[config.mk]
export PLATFORM = sky130hd
export DESIGN_NAME = egfs_sequencer
export DESIGN_NICKNAME = d
export VERILOG_FILES = /design/src/pkg/egfs_pkg.sv /design/src/hw/egfs_sequencer.sv
export SDC_FILE = /design/constraint.sdc
export NUM_CORES = 1
export LEC_CHECK = 0
export BUFFER_PORTS_ARGS = -buffer_cell sky130_fd_sc_hd__buf_2
export CAP_MARGIN = 10
export CORE_MARGIN = 3
export CORE_UTILIZATION = 31
export DETAILED_ROUTE_END_ITERATION = 7
export GPL_TIMING_DRIVEN = 0
export PLACE_DENSITY_LB_ADDON = 0.08
export SETUP_SLACK_MARGIN = 0.5
export SYNTH_ARGS = -nofsm -noshare
export SYNTH_HDL_FRONTEND = slang
export SYNTH_SLANG_ARGS = --single-unit
[constraint.sdc]
create_clock -name aclk -period 4.6 [get_ports aclk]
set_input_delay 0.46 -clock aclk [delete_from_list [all_inputs] [get_ports aclk]]
set_output_delay 0.46 -clock aclk [all_outputs]
set_load 0.01 [all_outputs]
[src/pkg/egfs_pkg.sv]
// constants shared by the egress grant flywheel sequencer
package egfs_pkg;
    // register map (byte addresses on the axi4-lite slave)
    localparam int ADDR_W = 4;
    localparam logic [ADDR_W-1:0] CTRL_OFS = 4'h0;
    localparam logic [ADDR_W-1:0] STAT_OFS = 4'h4;

    // control register layout
    localparam int CTRL_512_BIT = 0;
    localparam int CTRL_NPRIO_LSB = 1;
    localparam int CTRL_COLOR_LSB = 3;
    localparam logic [7:0] CTRL_RST = 8'h06;

    // status register layout
    localparam int STAT_HALF_LSB = 0;
    localparam int STAT_PRIO_LSB = 1;
    localparam int STAT_SPT_LSB = 3;
    localparam int STAT_GRP_LSB = 6;
    localparam int STAT_MCC_LSB = 9;
    localparam int STAT_PEND_BIT = 15;

    // axi response codes
    localparam logic [1:0] RESP_OKAY = 2'h0;
    localparam logic [1:0] RESP_DECERR = 2'h3;

    // 8b/10b symbol values handed to the encoder (k flag kept outside)
    localparam logic [7:0] SYM_K28_1 = 8'h3c;
    localparam logic [7:0] SYM_K28_5 = 8'hbc;
    localparam logic [7:0] SYM_D21_5 = 8'hb5;

    // flywheel codes
    localparam logic [2:0] SPT_MCAST = 3'h4;
    localparam logic [2:0] GRP_LAST = 3'h7;
    localparam int MC_PERIOD_DEF = 61;
    localparam int MC_CNT_W = 6;

    // qualifier byte fields
    localparam int H0_PAR_BIT = 1;
    localparam int H0_COLOR_LSB = 4;
    localparam int H0_PRIO_LSB = 6;
endpackage

[src/hw/egfs_sequencer.sv]
// egress grant flywheel sequencer with axi4-lite control registers
//
// The implementer's own choices: the AXI4-Lite register port and the placing of the registers.
`timescale 1ns/1ps
`default_nettype none
module egfs_sequencer #(
    parameter int MC_PERIOD = egfs_pkg::MC_PERIOD_DEF
) (
    input wire logic aclk,
    input wire logic aresetn,
    input wire logic ce,
    input wire logic [egfs_pkg::ADDR_W-1:0] s_axi_awaddr,
    input wire logic s_axi_awvalid,
    output logic s_axi_awready,
    input wire logic [31:0] s_axi_wdata,
    input wire logic [3:0] s_axi_wstrb,
    input wire logic s_axi_wvalid,
    output logic s_axi_wready,
    output logic [1:0] s_axi_bresp,
    output logic s_axi_bvalid,
    input wire logic s_axi_bready,
    input wire logic [egfs_pkg::ADDR_W-1:0] s_axi_araddr,
    input wire logic s_axi_arvalid,
    output logic s_axi_arready,
    output logic [31:0] s_axi_rdata,
    output logic [1:0] s_axi_rresp,
    output logic s_axi_rvalid,
    input wire logic s_axi_rready,
    input wire logic pkt_cycle,
    output logic oq_sel_half,
    output logic [1:0] oq_sel_prio,
    output logic [2:0] sp_sel_type,
    output logic [2:0] sp_sel_grp,
    input wire logic [15:0] oq_grant_word,
    input wire logic [15:0] sp_grant_word,
    input wire logic [7:0] mc_grant,
    input wire logic [3:0] scc_nibble,
    output logic hdr_valid,
    output logic [7:0] lo_qualifier_header_byte,
    output logic [7:0] lo_second_header_byte,
    output logic [7:0] lo_third_header_byte,
    output logic [7:0] hi_qualifier_header_byte,
    output logic [7:0] hi_second_header_byte,
    output logic [7:0] hi_third_header_byte,
    output logic [7:0] flow_control_byte,
    output logic [79:0] idle_lo_lane_unit,
    output logic [79:0] idle_hi_lane_unit
);
    localparam logic [egfs_pkg::MC_CNT_W-1:0] MC_LAST =
        egfs_pkg::MC_CNT_W'(MC_PERIOD - 1);

    if (MC_PERIOD < 2 || MC_PERIOD > (1 << egfs_pkg::MC_CNT_W))
    begin : g_bad_period
        $error("MC_PERIOD out of range");
    end

    // even parity over the header, parity bit itself taken as zero
    function automatic logic hdr_par(input logic [7:0] h0,
                                     input logic [7:0] h1,
                                     input logic [7:0] h2);
        hdr_par = ^{h0, h1, h2};
    endfunction

    function automatic logic [79:0] build_idle(input logic [7:0] h0,
                                               input logic [7:0] h1,
                                               input logic [7:0] h2,
                                               input logic [7:0] side_channel_byte,
                                               input logic [7:0] fc,
                                               input logic [7:0] comma);
        build_idle = {egfs_pkg::SYM_D21_5, egfs_pkg::SYM_D21_5, comma, fc,
                      side_channel_byte, egfs_pkg::SYM_D21_5, egfs_pkg::SYM_D21_5,
                      h2, h1, h0};
    endfunction

    // ---------------- register slave ----------------
    logic aw_got_r, aw_got_nxt, w_got_r, w_got_nxt;
    logic [egfs_pkg::ADDR_W-1:0] awaddr_r, awaddr_nxt;
    logic [7:0] wbyte_r, wbyte_nxt;
    logic wstrb0_r, wstrb0_nxt;
    logic bvalid_r, bvalid_nxt, rvalid_r, rvalid_nxt;
    logic [1:0] bresp_r, bresp_nxt, rresp_r, rresp_nxt;
    logic [31:0] rdata_r, rdata_nxt, stat_word;
    logic [7:0] ctrl_r, ctrl_nxt;
    logic cfg512;
    logic [1:0] nprio_m1, color;

    // flywheel state, declared here because status reads it
    logic half_r, half_nxt, pend_r, pend_nxt;
    logic [1:0] prio_r, prio_nxt;
    logic [2:0] spt_r, spt_nxt, grp_r, grp_nxt;
    logic [egfs_pkg::MC_CNT_W-1:0] mcc_r, mcc_nxt;
    logic [7:0] seen_r, seen_nxt;

    assign cfg512 = ctrl_r[egfs_pkg::CTRL_512_BIT];
    assign nprio_m1 = ctrl_r[egfs_pkg::CTRL_NPRIO_LSB +: 2];
    assign color = ctrl_r[egfs_pkg::CTRL_COLOR_LSB +: 2];
    assign s_axi_awready = !aw_got_r && !bvalid_r;
    assign s_axi_wready = !w_got_r && !bvalid_r;
    assign s_axi_arready = !rvalid_r;
    assign s_axi_bvalid = bvalid_r;
    assign s_axi_bresp = bresp_r;
    assign s_axi_rvalid = rvalid_r;
    assign s_axi_rresp = rresp_r;
    assign s_axi_rdata = rdata_r;

    always_comb
    begin
        stat_word = 32'h0000_0000;
        stat_word[egfs_pkg::STAT_HALF_LSB] = half_r;
        stat_word[egfs_pkg::STAT_PRIO_LSB +: 2] = prio_r;
        stat_word[egfs_pkg::STAT_SPT_LSB +: 3] = spt_r;
        stat_word[egfs_pkg::STAT_GRP_LSB +: 3] = grp_r;
        stat_word[egfs_pkg::STAT_MCC_LSB +: egfs_pkg::MC_CNT_W] = mcc_r;
        stat_word[egfs_pkg::STAT_PEND_BIT] = pend_r;
    end

    always_comb
    begin
        aw_got_nxt = aw_got_r;
        w_got_nxt = w_got_r;
        awaddr_nxt = awaddr_r;
        wbyte_nxt = wbyte_r;
        wstrb0_nxt = wstrb0_r;
        bvalid_nxt = bvalid_r;
        bresp_nxt = bresp_r;
        rvalid_nxt = rvalid_r;
        rresp_nxt = rresp_r;
        rdata_nxt = rdata_r;
        ctrl_nxt = ctrl_r;
        if (s_axi_awvalid && s_axi_awready)
        begin
            aw_got_nxt = 1'b1;
            awaddr_nxt = {s_axi_awaddr[egfs_pkg::ADDR_W-1:2], 2'h0};
        end
        if (s_axi_wvalid && s_axi_wready)
        begin
            w_got_nxt = 1'b1;
            wbyte_nxt = s_axi_wdata[7:0];
            wstrb0_nxt = s_axi_wstrb[0];
        end
        // write commits one cycle after both halves are held
        if (aw_got_r && w_got_r)
        begin
            aw_got_nxt = 1'b0;
            w_got_nxt = 1'b0;
            bvalid_nxt = 1'b1;
            bresp_nxt = egfs_pkg::RESP_OKAY;
            if (awaddr_r == egfs_pkg::CTRL_OFS)
            begin
                if (wstrb0_r)
                    ctrl_nxt = wbyte_r;
            end
            else if (awaddr_r != egfs_pkg::STAT_OFS)
                bresp_nxt = egfs_pkg::RESP_DECERR;
        end
        if (bvalid_r && s_axi_bready)
            bvalid_nxt = 1'b0;
        if (rvalid_r && s_axi_rready)
            rvalid_nxt = 1'b0;
        if (s_axi_arvalid && s_axi_arready)
        begin
            rvalid_nxt = 1'b1;
            rresp_nxt = egfs_pkg::RESP_OKAY;
            rdata_nxt = 32'h0000_0000;
            unique case ({s_axi_araddr[egfs_pkg::ADDR_W-1:2], 2'h0})
                egfs_pkg::CTRL_OFS: rdata_nxt = {24'h00_0000, ctrl_r};
                egfs_pkg::STAT_OFS: rdata_nxt = stat_word;
                default: rresp_nxt = egfs_pkg::RESP_DECERR;
            endcase
        end
    end

    always_ff @(posedge aclk)
    begin
        if (!aresetn)
        begin
            aw_got_r <= 1'b0;
            w_got_r <= 1'b0;
            awaddr_r <= '0;
            wbyte_r <= 8'h00;
            wstrb0_r <= 1'b0;
            bvalid_r <= 1'b0;
            bresp_r <= egfs_pkg::RESP_OKAY;
            rvalid_r <= 1'b0;
            rresp_r <= egfs_pkg::RESP_OKAY;
            rdata_r <= 32'h0000_0000;
            ctrl_r <= egfs_pkg::CTRL_RST;
        end
        else if (ce)
        begin
            aw_got_r <= aw_got_nxt;
            w_got_r <= w_got_nxt;
            awaddr_r <= awaddr_nxt;
            wbyte_r <= wbyte_nxt;
            wstrb0_r <= wstrb0_nxt;
            bvalid_r <= bvalid_nxt;
            bresp_r <= bresp_nxt;
            rvalid_r <= rvalid_nxt;
            rresp_r <= rresp_nxt;
            rdata_r <= rdata_nxt;
            ctrl_r <= ctrl_nxt;
        end
    end

    // ---------------- flywheels ----------------
    logic mc_changed, mc_sel;

    assign mc_changed = (mc_grant != seen_r);
    // a change seen in the send cycle itself is carried by that cycle
    assign mc_sel = (mcc_r == MC_LAST) || pend_r || mc_changed;
    assign oq_sel_half = half_r;
    assign oq_sel_prio = prio_r;
    assign sp_sel_type = spt_r;
    assign sp_sel_grp = grp_r;

    always_comb
    begin
        half_nxt = half_r;
        prio_nxt = prio_r;
        spt_nxt = spt_r;
        grp_nxt = grp_r;
        mcc_nxt = mcc_r;
        seen_nxt = mc_grant;
        pend_nxt = pend_r || mc_changed;
        if (pkt_cycle)
        begin
            half_nxt = !half_r;
            // priority on wrap; >= covers a count lowered at run time
            if (half_r)
                prio_nxt = (prio_r >= nprio_m1) ? 2'h0 : prio_r + 2'h1;
            // one cycle at multicast code, then full restart
            if (spt_r == egfs_pkg::SPT_MCAST)
            begin
                spt_nxt = 3'h0;
                grp_nxt = 3'h0;
            end
            else
            begin
                // group steps even while multicast is sent
                grp_nxt = grp_r + 3'h1;
                if (grp_r == egfs_pkg::GRP_LAST)
                    spt_nxt = (spt_r[1:0] >= nprio_m1) ?
                        egfs_pkg::SPT_MCAST : spt_r + 3'h1;
            end
            // periodic slot and pending change both consumed
            mcc_nxt = (mcc_r == MC_LAST) ? '0 : mcc_r + 1'b1;
            pend_nxt = 1'b0;
        end
    end

    always_ff @(posedge aclk)
    begin
        if (!aresetn)
        begin
            half_r <= 1'b0;
            prio_r <= 2'h0;
            spt_r <= 3'h0;
            grp_r <= 3'h0;
            mcc_r <= '0;
            pend_r <= 1'b0;
            seen_r <= 8'h00;
        end
        else if (ce)
        begin
            half_r <= half_nxt;
            prio_r <= prio_nxt;
            spt_r <= spt_nxt;
            grp_r <= grp_nxt;
            mcc_r <= mcc_nxt;
            pend_r <= pend_nxt;
            seen_r <= seen_nxt;
        end
    end

    // ---------------- header assembly ----------------
    logic [7:0] lo_h0, lo_h1, lo_h2, hi_h0, hi_h1, hi_h2, fc, side_channel_byte;
    logic [7:0] lo_h0_r, lo_h1_r, lo_h2_r, hi_h0_r, hi_h1_r, hi_h2_r, fc_r;
    logic [79:0] idle_lo_r, idle_hi_r, idle_lo_nxt, idle_hi_nxt;
    logic hdr_valid_r;

    always_comb
    begin
        side_channel_byte = {scc_nibble, scc_nibble};
        // flow-control byte holds type and group
        fc = {2'h0, spt_r, grp_r};
        // queue grants of the selected half and priority
        lo_h1 = oq_grant_word[7:0];
        lo_h2 = cfg512 ? oq_grant_word[15:8] : egfs_pkg::SYM_D21_5;
        // subport grants, replaced by multicast on
        hi_h1 = mc_sel ? mc_grant : sp_grant_word[7:0];
        hi_h2 = egfs_pkg::SYM_D21_5;
        if (cfg512)
            hi_h2 = (mc_sel || spt_r == egfs_pkg::SPT_MCAST) ?
                8'h00 : sp_grant_word[15:8];
        // low qualifier carries half and priority status
        lo_h0 = 8'h00;
        lo_h0[0] = half_r;
        lo_h0[egfs_pkg::H0_COLOR_LSB +: 2] = color;
        lo_h0[egfs_pkg::H0_PRIO_LSB +: 2] = prio_r;
        lo_h0[egfs_pkg::H0_PAR_BIT] =
            hdr_par(lo_h0, lo_h1, cfg512 ? lo_h2 : 8'h00);
        hi_h0 = 8'h00;
        hi_h0[0] = mc_sel;
        hi_h0[egfs_pkg::H0_COLOR_LSB +: 2] = color;
        hi_h0[egfs_pkg::H0_PAR_BIT] =
            hdr_par(hi_h0, hi_h1, cfg512 ? hi_h2 : 8'h00);
        idle_lo_nxt = build_idle(lo_h0, lo_h1, lo_h2, side_channel_byte, fc,
                                 egfs_pkg::SYM_K28_5);
        idle_hi_nxt = build_idle(hi_h0, hi_h1, hi_h2, side_channel_byte, fc,
                                 egfs_pkg::SYM_K28_1);
    end

    always_ff @(posedge aclk)
    begin
        if (!aresetn)
        begin
            hdr_valid_r <= 1'b0;
            lo_h0_r <= 8'h00;
            lo_h1_r <= 8'h00;
            lo_h2_r <= 8'h00;
            hi_h0_r <= 8'h00;
            hi_h1_r <= 8'h00;
            hi_h2_r <= 8'h00;
            fc_r <= 8'h00;
            idle_lo_r <= '0;
            idle_hi_r <= '0;
        end
        else if (ce)
        begin
            hdr_valid_r <= pkt_cycle;
            if (pkt_cycle)
            begin
                lo_h0_r <= lo_h0;
                lo_h1_r <= lo_h1;
                lo_h2_r <= lo_h2;
                hi_h0_r <= hi_h0;
                hi_h1_r <= hi_h1;
                hi_h2_r <= hi_h2;
                fc_r <= fc;
                idle_lo_r <= idle_lo_nxt;
                idle_hi_r <= idle_hi_nxt;
            end
        end
    end

    assign hdr_valid = hdr_valid_r;
    assign lo_qualifier_header_byte = lo_h0_r;
    assign lo_second_header_byte = lo_h1_r;
    assign lo_third_header_byte = lo_h2_r;
    assign hi_qualifier_header_byte = hi_h0_r;
    assign hi_second_header_byte = hi_h1_r;
    assign hi_third_header_byte = hi_h2_r;
    assign flow_control_byte = fc_r;
    assign idle_lo_lane_unit = idle_lo_r;
    assign idle_hi_lane_unit = idle_hi_r;

    logic adv;
    assign adv = ce && pkt_cycle;
endmodule
`default_nettype wire

==> metrics.cfg, run 1 <==
[status]
status = complete, no violations

[drt]
drt_iter0_markers = 210
num_vias = 5822
avgRoutedWirePerCell_microns = 14.6
ant_nets = 0
drc = 0
first_pass_iters = 4
wirelength_microns = 20700
viasPerCell = 4.11

[sta]
rsz0062_at_grt = false
slew_headroom_pct = 45.1
max_freq_ghz = 0.477
tightestPinTransition_ns = 0.824
setup_viol = 0
period_needed_ns = 2.10
finalCritPeriodShare_pct = 45.6
skew_ns = 0.0119
setup_tns_ns = 0
final_max_slew_viol_count = 0
finalHoldViolCount = 0

[clock_network]
path_clk_slew_ns = 0.05
cts_repair_resize_count = 0
root_buffer = clkbuf_16
cts.sink_count = 117
hold_buffers = 0
htree_levels = 4
insertion_delay_ns = 0.42
postCtsSetupBuffers = 0
numCtsBuffers = 17
clk_path_buf_depth = 2
cts_tree = done

[setup_path]
critPathMaxFanout = 50
crit_type = flop to output pin
startpoint_type = flop
path_cells = buf_4, buf_2
cp.required_ns = 4.14
critPathBufInv = 2
cp-end-kind = output pin
slowest_delay_ns = 0.85
arrival_ns = 1.64
cp_slowest_cell = dfxtp_2
cp_top_family = flip-flops
rrSetupSlack_ns = 2.62

[floorplanning]
die_h_microns = 151
rows = 52
die_x_microns = 151
boundaryPins = 364
initial_utilization_pct = 32.0
coreArea_sq_um = 20500
die_area_sq_um = 22900

[pwr]
p_per_area_nw_per_um2 = 311
ir_drop_mv = 0.257
p_leak_nw = 4.69
power.total_mw = 2.79

[run]
maxCapViolCount = 0

[finish]
antenna_cells = 0
drive_above_1_share_pct = 43.2
fill_cells = 2150
utilization_pct = 43.8
syn2layout_area_growth_pct = 36.9
final_cells = 1415
nNetsFinal = 1244

[synth]
synth-warning-count = 0
avgSynthCellArea_sq_um = 8.30
synthArstFlopShare_pct = 0
synth_cells = 790
yosysMostFrequentCell = buf_4
synthDistinctLibCells = 44
synth_area_leaders = dfxtp_1 (36%), buf_4 (22%), xnor2_1 (6.0%)
ys.flop_type = dfxtp_1
yosys.area.top_type_share_pct = 35.7
ys_ff_latch = 117
ys_seq_area_share_pct = 35.7
syn_area_sq_um = 6560
ys_top_cells_by_count = buf_4 (191), dfxtp_1 (117), nand2_1 (98)
synth-edff-count = 0
synth_top_area_cell = dfxtp_1

[global_route]
grt_max_degree = 51
track_usage_pct = 17.1
antenna_found_initial = 0
grt_pass1_vias = 5084
grt_pass1_wl_microns = 29600
grt-ovfl-total = 0

[placed_design]
placedCellCount = 1388
io_buffers = 264
dp_hpwl_microns = 16500
place_congestion = 0.777

[min_path]
hp-class = input port to flop

[flip-flops by register name, summed over array words and instances (netlist names), 2 cells and up]
| name | count |
|---|---|
| awaddr_r | 2 |
| ctrl_r | 8 |
| hi_second_header_byte | 7 |
| hi_third_header_byte | 7 |
| idle_hi_lane_unit | 17 |
| idle_lo_lane_unit | 6 |
| lo_second_header_byte | 7 |
| lo_third_header_byte | 7 |
| mcc_r | 6 |
| oq_sel_prio | 2 |
| s_axi_rdata | 16 |
| seen_r | 8 |
| sp_sel_grp | 3 |
| sp_sel_type | 3 |
| wbyte_r | 8 |
[metrics by stage]
step | cell area [sq um] | hold slack [ns] | worst slack (ns)
after floorplan | 6800 | 0.436 | 2.75
after global placement | 8460 | 0.440 | 2.24
after detailed placement | 8460 | 0.445 | 2.19
after CTS | 8970 | 0.267 | 2.45
after global routing | 8970 | 0.285 | 2.38
final | 8970 | 0.275 | 2.50
[placed cells by master (no fill, tap or decap), drive strengths merged]
| cell type | count |
|---|---|
| nor2 | 68 |
| and4bb | 1 |
| dfxtp | 117 |
| bufinv | 1 |
| or3 | 2 |
| nor2b | 1 |
| mux2i | 36 |
| and2 | 2 |
| nand3b | 2 |
| conb | 65 |
| nor3 | 19 |
| a211oi | 11 |
| xnor2 | 46 |
| nand4bb | 1 |
| nand2b | 3 |
| clkbuf | 50 |
| clkinv | 4 |
| o21ai | 11 |
| a31oi | 3 |
| o311ai | 1 |
| a41o | 1 |
| nand3 | 14 |
| inv | 11 |
| a21oi | 72 |
| nand2 | 98 |
| nor3b | 5 |
| nor4bb | 1 |
| o21a | 1 |
| nor4 | 2 |
| and3 | 3 |
| xor2 | 8 |
| nand4 | 9 |
| buf | 463 |
| ha | 10 |
| a22oi | 2 |
| clkinvlp | 1 |
[layout make-up]
cell class	instances	area (sq um)	area share [%]
Clock inverter	6	57.6	0.641
Tap cell	270	338	3.76
Inverter	11	41.3	0.460
Buffer	228	1580	17.6
Clock buffer	21	460	5.13
Sequential cell	117	2340	26.1
Timing Repair Buffer	264	1320	14.7
Multi-Input combinational cell	498	2830	31.5
[tightest hold or removal path: stages]
cell and delay (ns):
buf_2 0.09, nand2_1 0.04, a21oi_1 0.05
[routing by layer]
metal | vias to the layer above | routed length, microns | global-route usage (%)
met5 | - | 0 | 0
met4 | 0 | 233 | 4.99
met3 | 15 | 1580 | 4.34
met2 | 208 | 10300 | 29.3
met1 | 2571 | 8590 | 21.3
li1 | 3028 | - | -
[final timing paths]
| check | startpoint | to | cells past startpoint |
|---|---|---|---|
| min | s_axi_wdata[2] | wbyte_r[2] | 3 |
| min reg2reg | wbyte_r[1] | wbyte_r[1] | 2 |
| max | idle_hi_lane_unit[39] | idle_hi_lane_unit[77] | 2 |
| max reg2reg | mcc_r[0] | hi_third_header_byte[1] | 6 |
[cell families (layout without fill, tap and decap cells)]
kind of cell	count (synthesis)	after routing	share of synthesized area, %
xor+xnor	54	54	7.33
buf+inv	239	530	24.8
fa+ha+maj	10	10	1.91
compound gates	102	102	8.59
flops	117	117	35.7
simple gates	231	231	16.1
other cells	1	65	0.0572
mux	36	36	5.50
[power breakdown]
part	switching [mW]	internal, mW	total (mW)
clock network	0.444	0.749	1.19
logic	0.260	0.250	0.511
registers	0.0389	1.05	1.09
Note: power is estimated with default switching activity, not from simulation.
==> inputs of run 2 (changes only) <==
ABC_AREA = 1   (was unset)
clock period = 2 ns   (was 4.6 ns; I/O delays follow)
==> run 2 against run 1 <==
Effect of this change:
- the run now ends with setup timing left
- combinational power grew to 2.5 times the previous value
- non-clock buffer count grew 30
- synthesized cell count is 15% higher
- global-route usage increased by 0.58 points
- die area up 2.1%
- sequential power grew 130%
- routed wire length is 2.8% higher
- cell area grew 8.9%
- power grew 140%
- critical path depth up 16
- critical path type is now flop to flop
- critical endpoint is now idle_hi_lane_unit[1]
- highest routed layer unchanged
==> metrics.cfg, run 2 <==
[status]
status = finished with violations
violations = setup timing

[pwr]
ir_drop_mv = 0.575
clockPowerShare_pct = 43.8
p_switching_mw = 1.82
power_switching_share_pct = 26.7
p_per_area_nw_per_um2 = 698
p_leak_nw = 5.35
pwr-share-seq_pct = 37.2
power.total_mw = 6.82
p_int_mw = 5.00
power_frac_comb_pct = 19.0

[sta]
setup_viol = 1
finalCritPeriodShare_pct = 101
setup_slack_ns = -0.0102
max_freq_ghz = 0.497
period_needed_ns = 2.01
slew_headroom_pct = 47.7
final_max_slew_viol_count = 0
tightestPinTransition_ns = 0.785
skew_ns = 0.00835
finalHoldViolCount = 0
rsz0062_at_grt = true

[min_path]
hp-class = input port to flop

[finish]
seqCellArea_sq_um = 2360
nNetsFinal = 1395
utilization_pct = 46.2
drive_above_1_share_pct = 46.2
multi_input_area_sq_um = 2960
final_common_cell = buf_2
fill_cells = 2201
largest_reg_flops = 17
syn2layout_area_growth_pct = 45.9
layout_common_cells = buf_2 (266), buf_4 (203), nand2_1 (135), dfxtp_1 (107), o21ai_0 (77)

[global_route]
grt_max_degree = 51
grt_pass1_wl_microns = 33100
antenna_found_initial = 1
track_usage_pct = 17.7
grt-ovfl-total = 0
grt_pass1_vias = 6042

[synth]
ys_ff_latch = 117
synthDistinctLibCells = 32
synth_xor_area_share_pct = 4.31
yosysMostFrequentCell = buf_4
synth-edff-count = 0
syn_area_sq_um = 6700
avgSynthCellArea_sq_um = 7.39
ys_top_cells_by_count = buf_4 (191), nand2_1 (151), dfxtp_1 (117)
synthArstFlopShare_pct = 0
synth_area_leaders = dfxtp_1 (35%), buf_4 (21%), nand2_1 (8.5%)
synth-warning-count = 0
synth_top_area_cell = dfxtp_1
yosys.area.top_type_share_pct = 35.0
synthAdderAreaFrac_pct = 1.87
synth_cells = 907
synth_compound_area_share_pct = 11.3
yosys-mux-area-fraction_pct = 0
ys.flop_type = dfxtp_1
synth_top_family_by_area = buffers and inverters
ys_seq_area_share_pct = 35.0
synthSimpleGateAreaFrac_pct = 19.8

[setup_path]
critPathMaxFanout = 6
crit_type = flop to flop
cp-end-kind = flop
startpoint_type = flop
arrival_ns = 2.30
cp.required_ns = 2.29

[floorplanning]
die_x_microns = 153
rows = 53
coreArea_sq_um = 21200
initial_utilization_pct = 31.7
die_h_microns = 153
boundaryPins = 364
die_area_sq_um = 23400

[drt]
drc = 0
ant_nets = 0
num_vias = 6457
wirelength_microns = 21300
drt_iter0_markers = 255
avgRoutedWirePerCell_microns = 13.5
first_pass_iters = 4
viasPerCell = 4.10

[clock_network]
cts.sink_count = 117
clk_path_buf_depth = 2
insertion_delay_ns = 0.41
path_clk_slew_ns = 0.06
cts_tree = done
htree_levels = 4
root_buffer = clkbuf_16
numCtsBuffers = 17

[placed_design]
dp_hpwl_microns = 16900
io_buffers = 265
place_congestion = 0.798

[run]
maxCapViolCount = 0

-- run 2: worst paths after layout --
path                     startpoint                       to  slack [ns]  cells after the start
setup / recovery           mcc_r[0]     idle_hi_lane_unit[1]       -0.01                     18
hold / removal    oq_grant_word[11]  lo_third_header_byte[3]        0.03                      3
setup reg to reg           mcc_r[0]     idle_hi_lane_unit[1]       -0.01                     18
hold reg to reg           ctrl_r[5]                ctrl_r[5]        0.46                      2
-- run 2: what timing repair did --
action,in CTS,in global routing
hold endpoints to repair,13,0
buffers inserted,14,4
endpoints found under the setup margin,131,107
hold buffers,13,0
pin swaps,17,9
gates cloned,2,0
gates resized for setup,41,50
-- run 2: logic make-up (layout without fill, tap and decap cells) --
family | after synthesis | after routing
and+or+nand+nor | 308 | 308
AOI/OAI and AO/OA | 141 | 141
DFF | 117 | 117
adders and majority gates | 10 | 10
xor gates and xnor gates | 33 | 33
other | 1 | 66
buffers and inverters | 297 | 626
-- run 2: metal layers --
metal	up-vias	track usage [%]	wire [microns]
met5	-	0	0
met4	0	4.58	291
met3	17	4.70	1370
met2	230	29.8	10100
met1	2798	22.6	9470
li1	3412	-	-
-- run 2: worst max-delay path, stage by stage (launching register included) --
cell	delay [ns]
dfxtp_2	0.35
inv_4	0.04
ha_4	0.16
nand3_4	0.06
nor2_4	0.04
nor2_4	0.16
buf_6	0.15
buf_6	0.12
nand3_1	0.12
nand2_4	0.09
nand2_2	0.04
nand2_2	0.08
nor2_1	0.05
nor2_1	0.10
nand2_1	0.08
nand3_1	0.08
nand2_1	0.05
nor2_1	0.08
nor2_1	0.04
-- run 2: through the flow --
| step | cells | area (sq um) | worst slack [ns] | TNS [ns] | hold WS (ns) |
|---|---|---|---|---|---|
| 2_1_floorplan | 971 | 6980 | 0.0801 | 0 | 0.303 |
| 3_3_place_gp | 1511 | 8650 | -0.808 | -19.20 | 0.389 |
| 3_5_place_dp | 1511 | 8650 | -0.759 | -17.69 | 0.392 |
| 4_1_cts | 1571 | 9610 | -0.00883 | -0.00883 | 0.00880 |
| 5_1_grt | 1576 | 9770 | -0.222 | -0.225 | 0.0258 |
| 6_report | 1576 | 9770 | -0.0102 | -0.0102 | 0.0318 |
-- run 2: cell type report --
class	instances	area share, %
Clock buffer	24	5.34
Buffer	224	16.4
Tap cell	275	3.52
Inverter	73	2.88
Sequential cell	117	24.1
Antenna cell	1	0.0256
Clock inverter	7	0.704
Multi-Input combinational cell	557	30.2
Timing Repair Buffer	298	16.8
-- run 2: power by group through the flow --
stage,Sequential [mW],Combinational [mW],Clock (mW)
finish,2.54,1.29,2.99
global route,2.55,1.43,3.17
CTS,2.54,1.27,3.07
detailed placement,2.59,1.21,0
global placement,2.58,1.21,0
floorplan,2.60,0.781,0
==> inputs of run 3 (changes only) <==
--- a/config.mk
+++ b/config.mk
@@ -9,4 +9,5 @@
 export BUFFER_PORTS_ARGS = -buffer_cell sky130_fd_sc_hd__buf_2
 export CAP_MARGIN = 10
+export CORE_ASPECT_RATIO = 1.25
 export CORE_MARGIN = 3
 export CORE_UTILIZATION = 31
==> constraint.sdc (replaced) <==
create_clock -name aclk -period 2 [get_ports aclk]
set_input_delay 0 -clock aclk [delete_from_list [all_inputs] [get_ports aclk]]
set_output_delay 0 -clock aclk [all_outputs]
set_load 0.01 [all_outputs]
==> run 3 against run 2 <==
Effect of this change:
- non-clock buffer count increased by 49
- highest routed layer unchanged
- via count increased by 5.5%
- maximum frequency decreased by 2.0%
- critical path depth increased by 1
- worst setup slack got worse by 0.040 ns
- clock skew increased by 0.0035 ns
- register-to-register slack got worse by 0.04 ns
- sequential share of layout area decreased by 1.2 points
- routed wire length increased by 6.6%
- critical endpoint unchanged
- worst hold slack got worse by 0.025 ns
- the flow still finishes with violations (setup timing)
- combinational power increased by 7%
==> metrics.cfg, run 3 (synthesis results as in run 2) <==
[setup_path]
rr_startpoint = mcc_r[0]
startpoint_type = flop
rrSetupSlack_ns = -0.05
cp-end-kind = flop
arrival_ns = 2.35
critPathMaxFanout = 5
crit_type = flop to flop
worstReg2RegEnd = idle_hi_lane_unit[1]
cp.required_ns = 2.30
crit_start = mcc_r[0]
r2r_cells = 19
cp-endpoint = idle_hi_lane_unit[1]

[sta]
finalHoldViolCount = 0
max_freq_ghz = 0.488
tightestPinTransition_ns = 0.765
rsz0062_at_grt = true
slew_headroom_pct = 49.0
period_needed_ns = 2.05
skew_ns = 0.0119
holdWs_ns = 0.00637
setup_slack_ns = -0.0502
finalCritPeriodShare_pct = 103
setup_viol = 1
final_max_slew_viol_count = 0

[floorplanning]
rows = 59
initial_utilization_pct = 31.8
coreArea_sq_um = 21000
die_area_sq_um = 23400
boundaryPins = 364
die_h_microns = 170
die_x_microns = 137

[pwr]
p_leak_nw = 5.56
p_per_area_nw_per_um2 = 661
ir_drop_mv = 0.583
power.total_mw = 6.82

[status]
violations = setup timing
status = finished with violations

[global_route]
grt_pass1_wl_microns = 33900
busiest_layer = met2
grtUsageMet2_pct = 33.9
grt_max_degree = 51
grt-ovfl-total = 0
antenna_found_initial = 0
met1_usage_pct = 21.4
track_usage_pct = 18.6
grt_pass1_vias = 6412
use_met3_pct = 3.19

[finish]
final_common_cell = buf_2
drive_above_1_share_pct = 46.1
syn2layout_area_growth_pct = 54.1
nNetsFinal = 1444
largest_reg_flops = 17
layout_common_cells = buf_2 (267), buf_4 (206), nand2_1 (129), dfxtp_1 (104), o21ai_0 (73)
antenna_cells = 0

[placed_design]
dp_slack_ns = -0.372
dp_hpwl_microns = 17400
place_congestion = 0.839
io_buffers = 265

[run]
maxCapViolCount = 0

[drt]
ant_nets = 0
avgRoutedWirePerCell_microns = 13.9
drt_iter0_markers = 311
viasPerCell = 4.19
wirelength_microns = 22700
num_vias = 6810
drc = 0
first_pass_iters = 5

[min_path]
hp-class = input port to flop
hold_start = sp_grant_word[1]

[clock_network]
root_buffer = clkbuf_16
htree_levels = 4
cts.sink_count = 117
path_clk_slew_ns = 0.06
clk_path_buf_depth = 2
cts_tree = done
numCtsBuffers = 17
insertion_delay_ns = 0.42

-- run 3: cell type report --
| cell class | instances | area [sq um] |
|---|---|---|
| plain buffers | 224 | 1600 |
| fillers | 2155 | 10700 |
| well taps | 274 | 343 |
| flip-flops and latches | 117 | 2370 |
| clock buffers | 23 | 478 |
| clock inverters | 9 | 77.6 |
| multi-input cells | 557 | 3030 |
| inverters | 73 | 279 |
| repair buffers | 347 | 2150 |
-- run 3: repair_timing --
action                     CTS  global route
hold endpoints to repair    51             1
pin swaps                   24            17
setup endpoints to repair  122            61
resized for setup           49            77
hold buffers                53             1
cloned                       1             1
setup buffers               22             4
-- run 3: how the worst min path moves through the flow --
stage	to	slack (ns)	depth (start not counted)
floorplan	idle_hi_lane_unit[44]	0.10	2
finish	hi_second_header_byte[1]	0.006	5
detailed placement	idle_hi_lane_unit[44]	0.20	3
global placement	idle_hi_lane_unit[46]	0.19	3
global route	hi_second_header_byte[3]	0.02	5
CTS	hi_second_header_byte[1]	0.004	5
-- run 3: metal layers --
layer,wire (microns),up-vias
met2,11500,248
met4,541,0
met5,0,-
met1,9090,3016
li1,-,3514
met3,1510,32
-- run 3: report_power, final --
part / leakage, nW / internal [mW] / switching, mW / total [mW]
Sequential: 0.963 / 2.44 / 0.100 / 2.54
Clock: 0.269 / 1.79 / 1.10 / 2.90
Combinational: 4.33 / 0.690 / 0.694 / 1.38
Total: 5.56 / 4.92 / 1.90 / 6.82
-- run 3: worst max-delay path, stage by stage (launching register included) --
cell,delay [ns]
dfxtp_2,0.35
inv_4,0.04
ha_4,0.15
nand3_4,0.06
nor2_4,0.05
nor2_4,0.17
nand3_4,0.17
buf_12,0.18
nand2_4,0.05
nand2_4,0.05
nand2_2,0.07
nand2_2,0.08
nand2_2,0.08
inv_2,0.03
nor2_2,0.07
nand2_1,0.07
nand3_1,0.08
nand2_1,0.05
nor2_1,0.08
nor2_1,0.05
-- run 3: through the flow --
step	instances	utilization [%]	instance area, sq um	TNS (ns)
2_1_floorplan	971	-	6970	0
3_3_place_gp	1510	41.1	8640	-6.09
3_5_place_dp	1510	41.1	8640	-5.79
4_1_cts	1618	47.8	10100	-0.0686
5_1_grt	1624	49.1	10300	-0.212
6_report	1624	49.1	10300	-0.0502
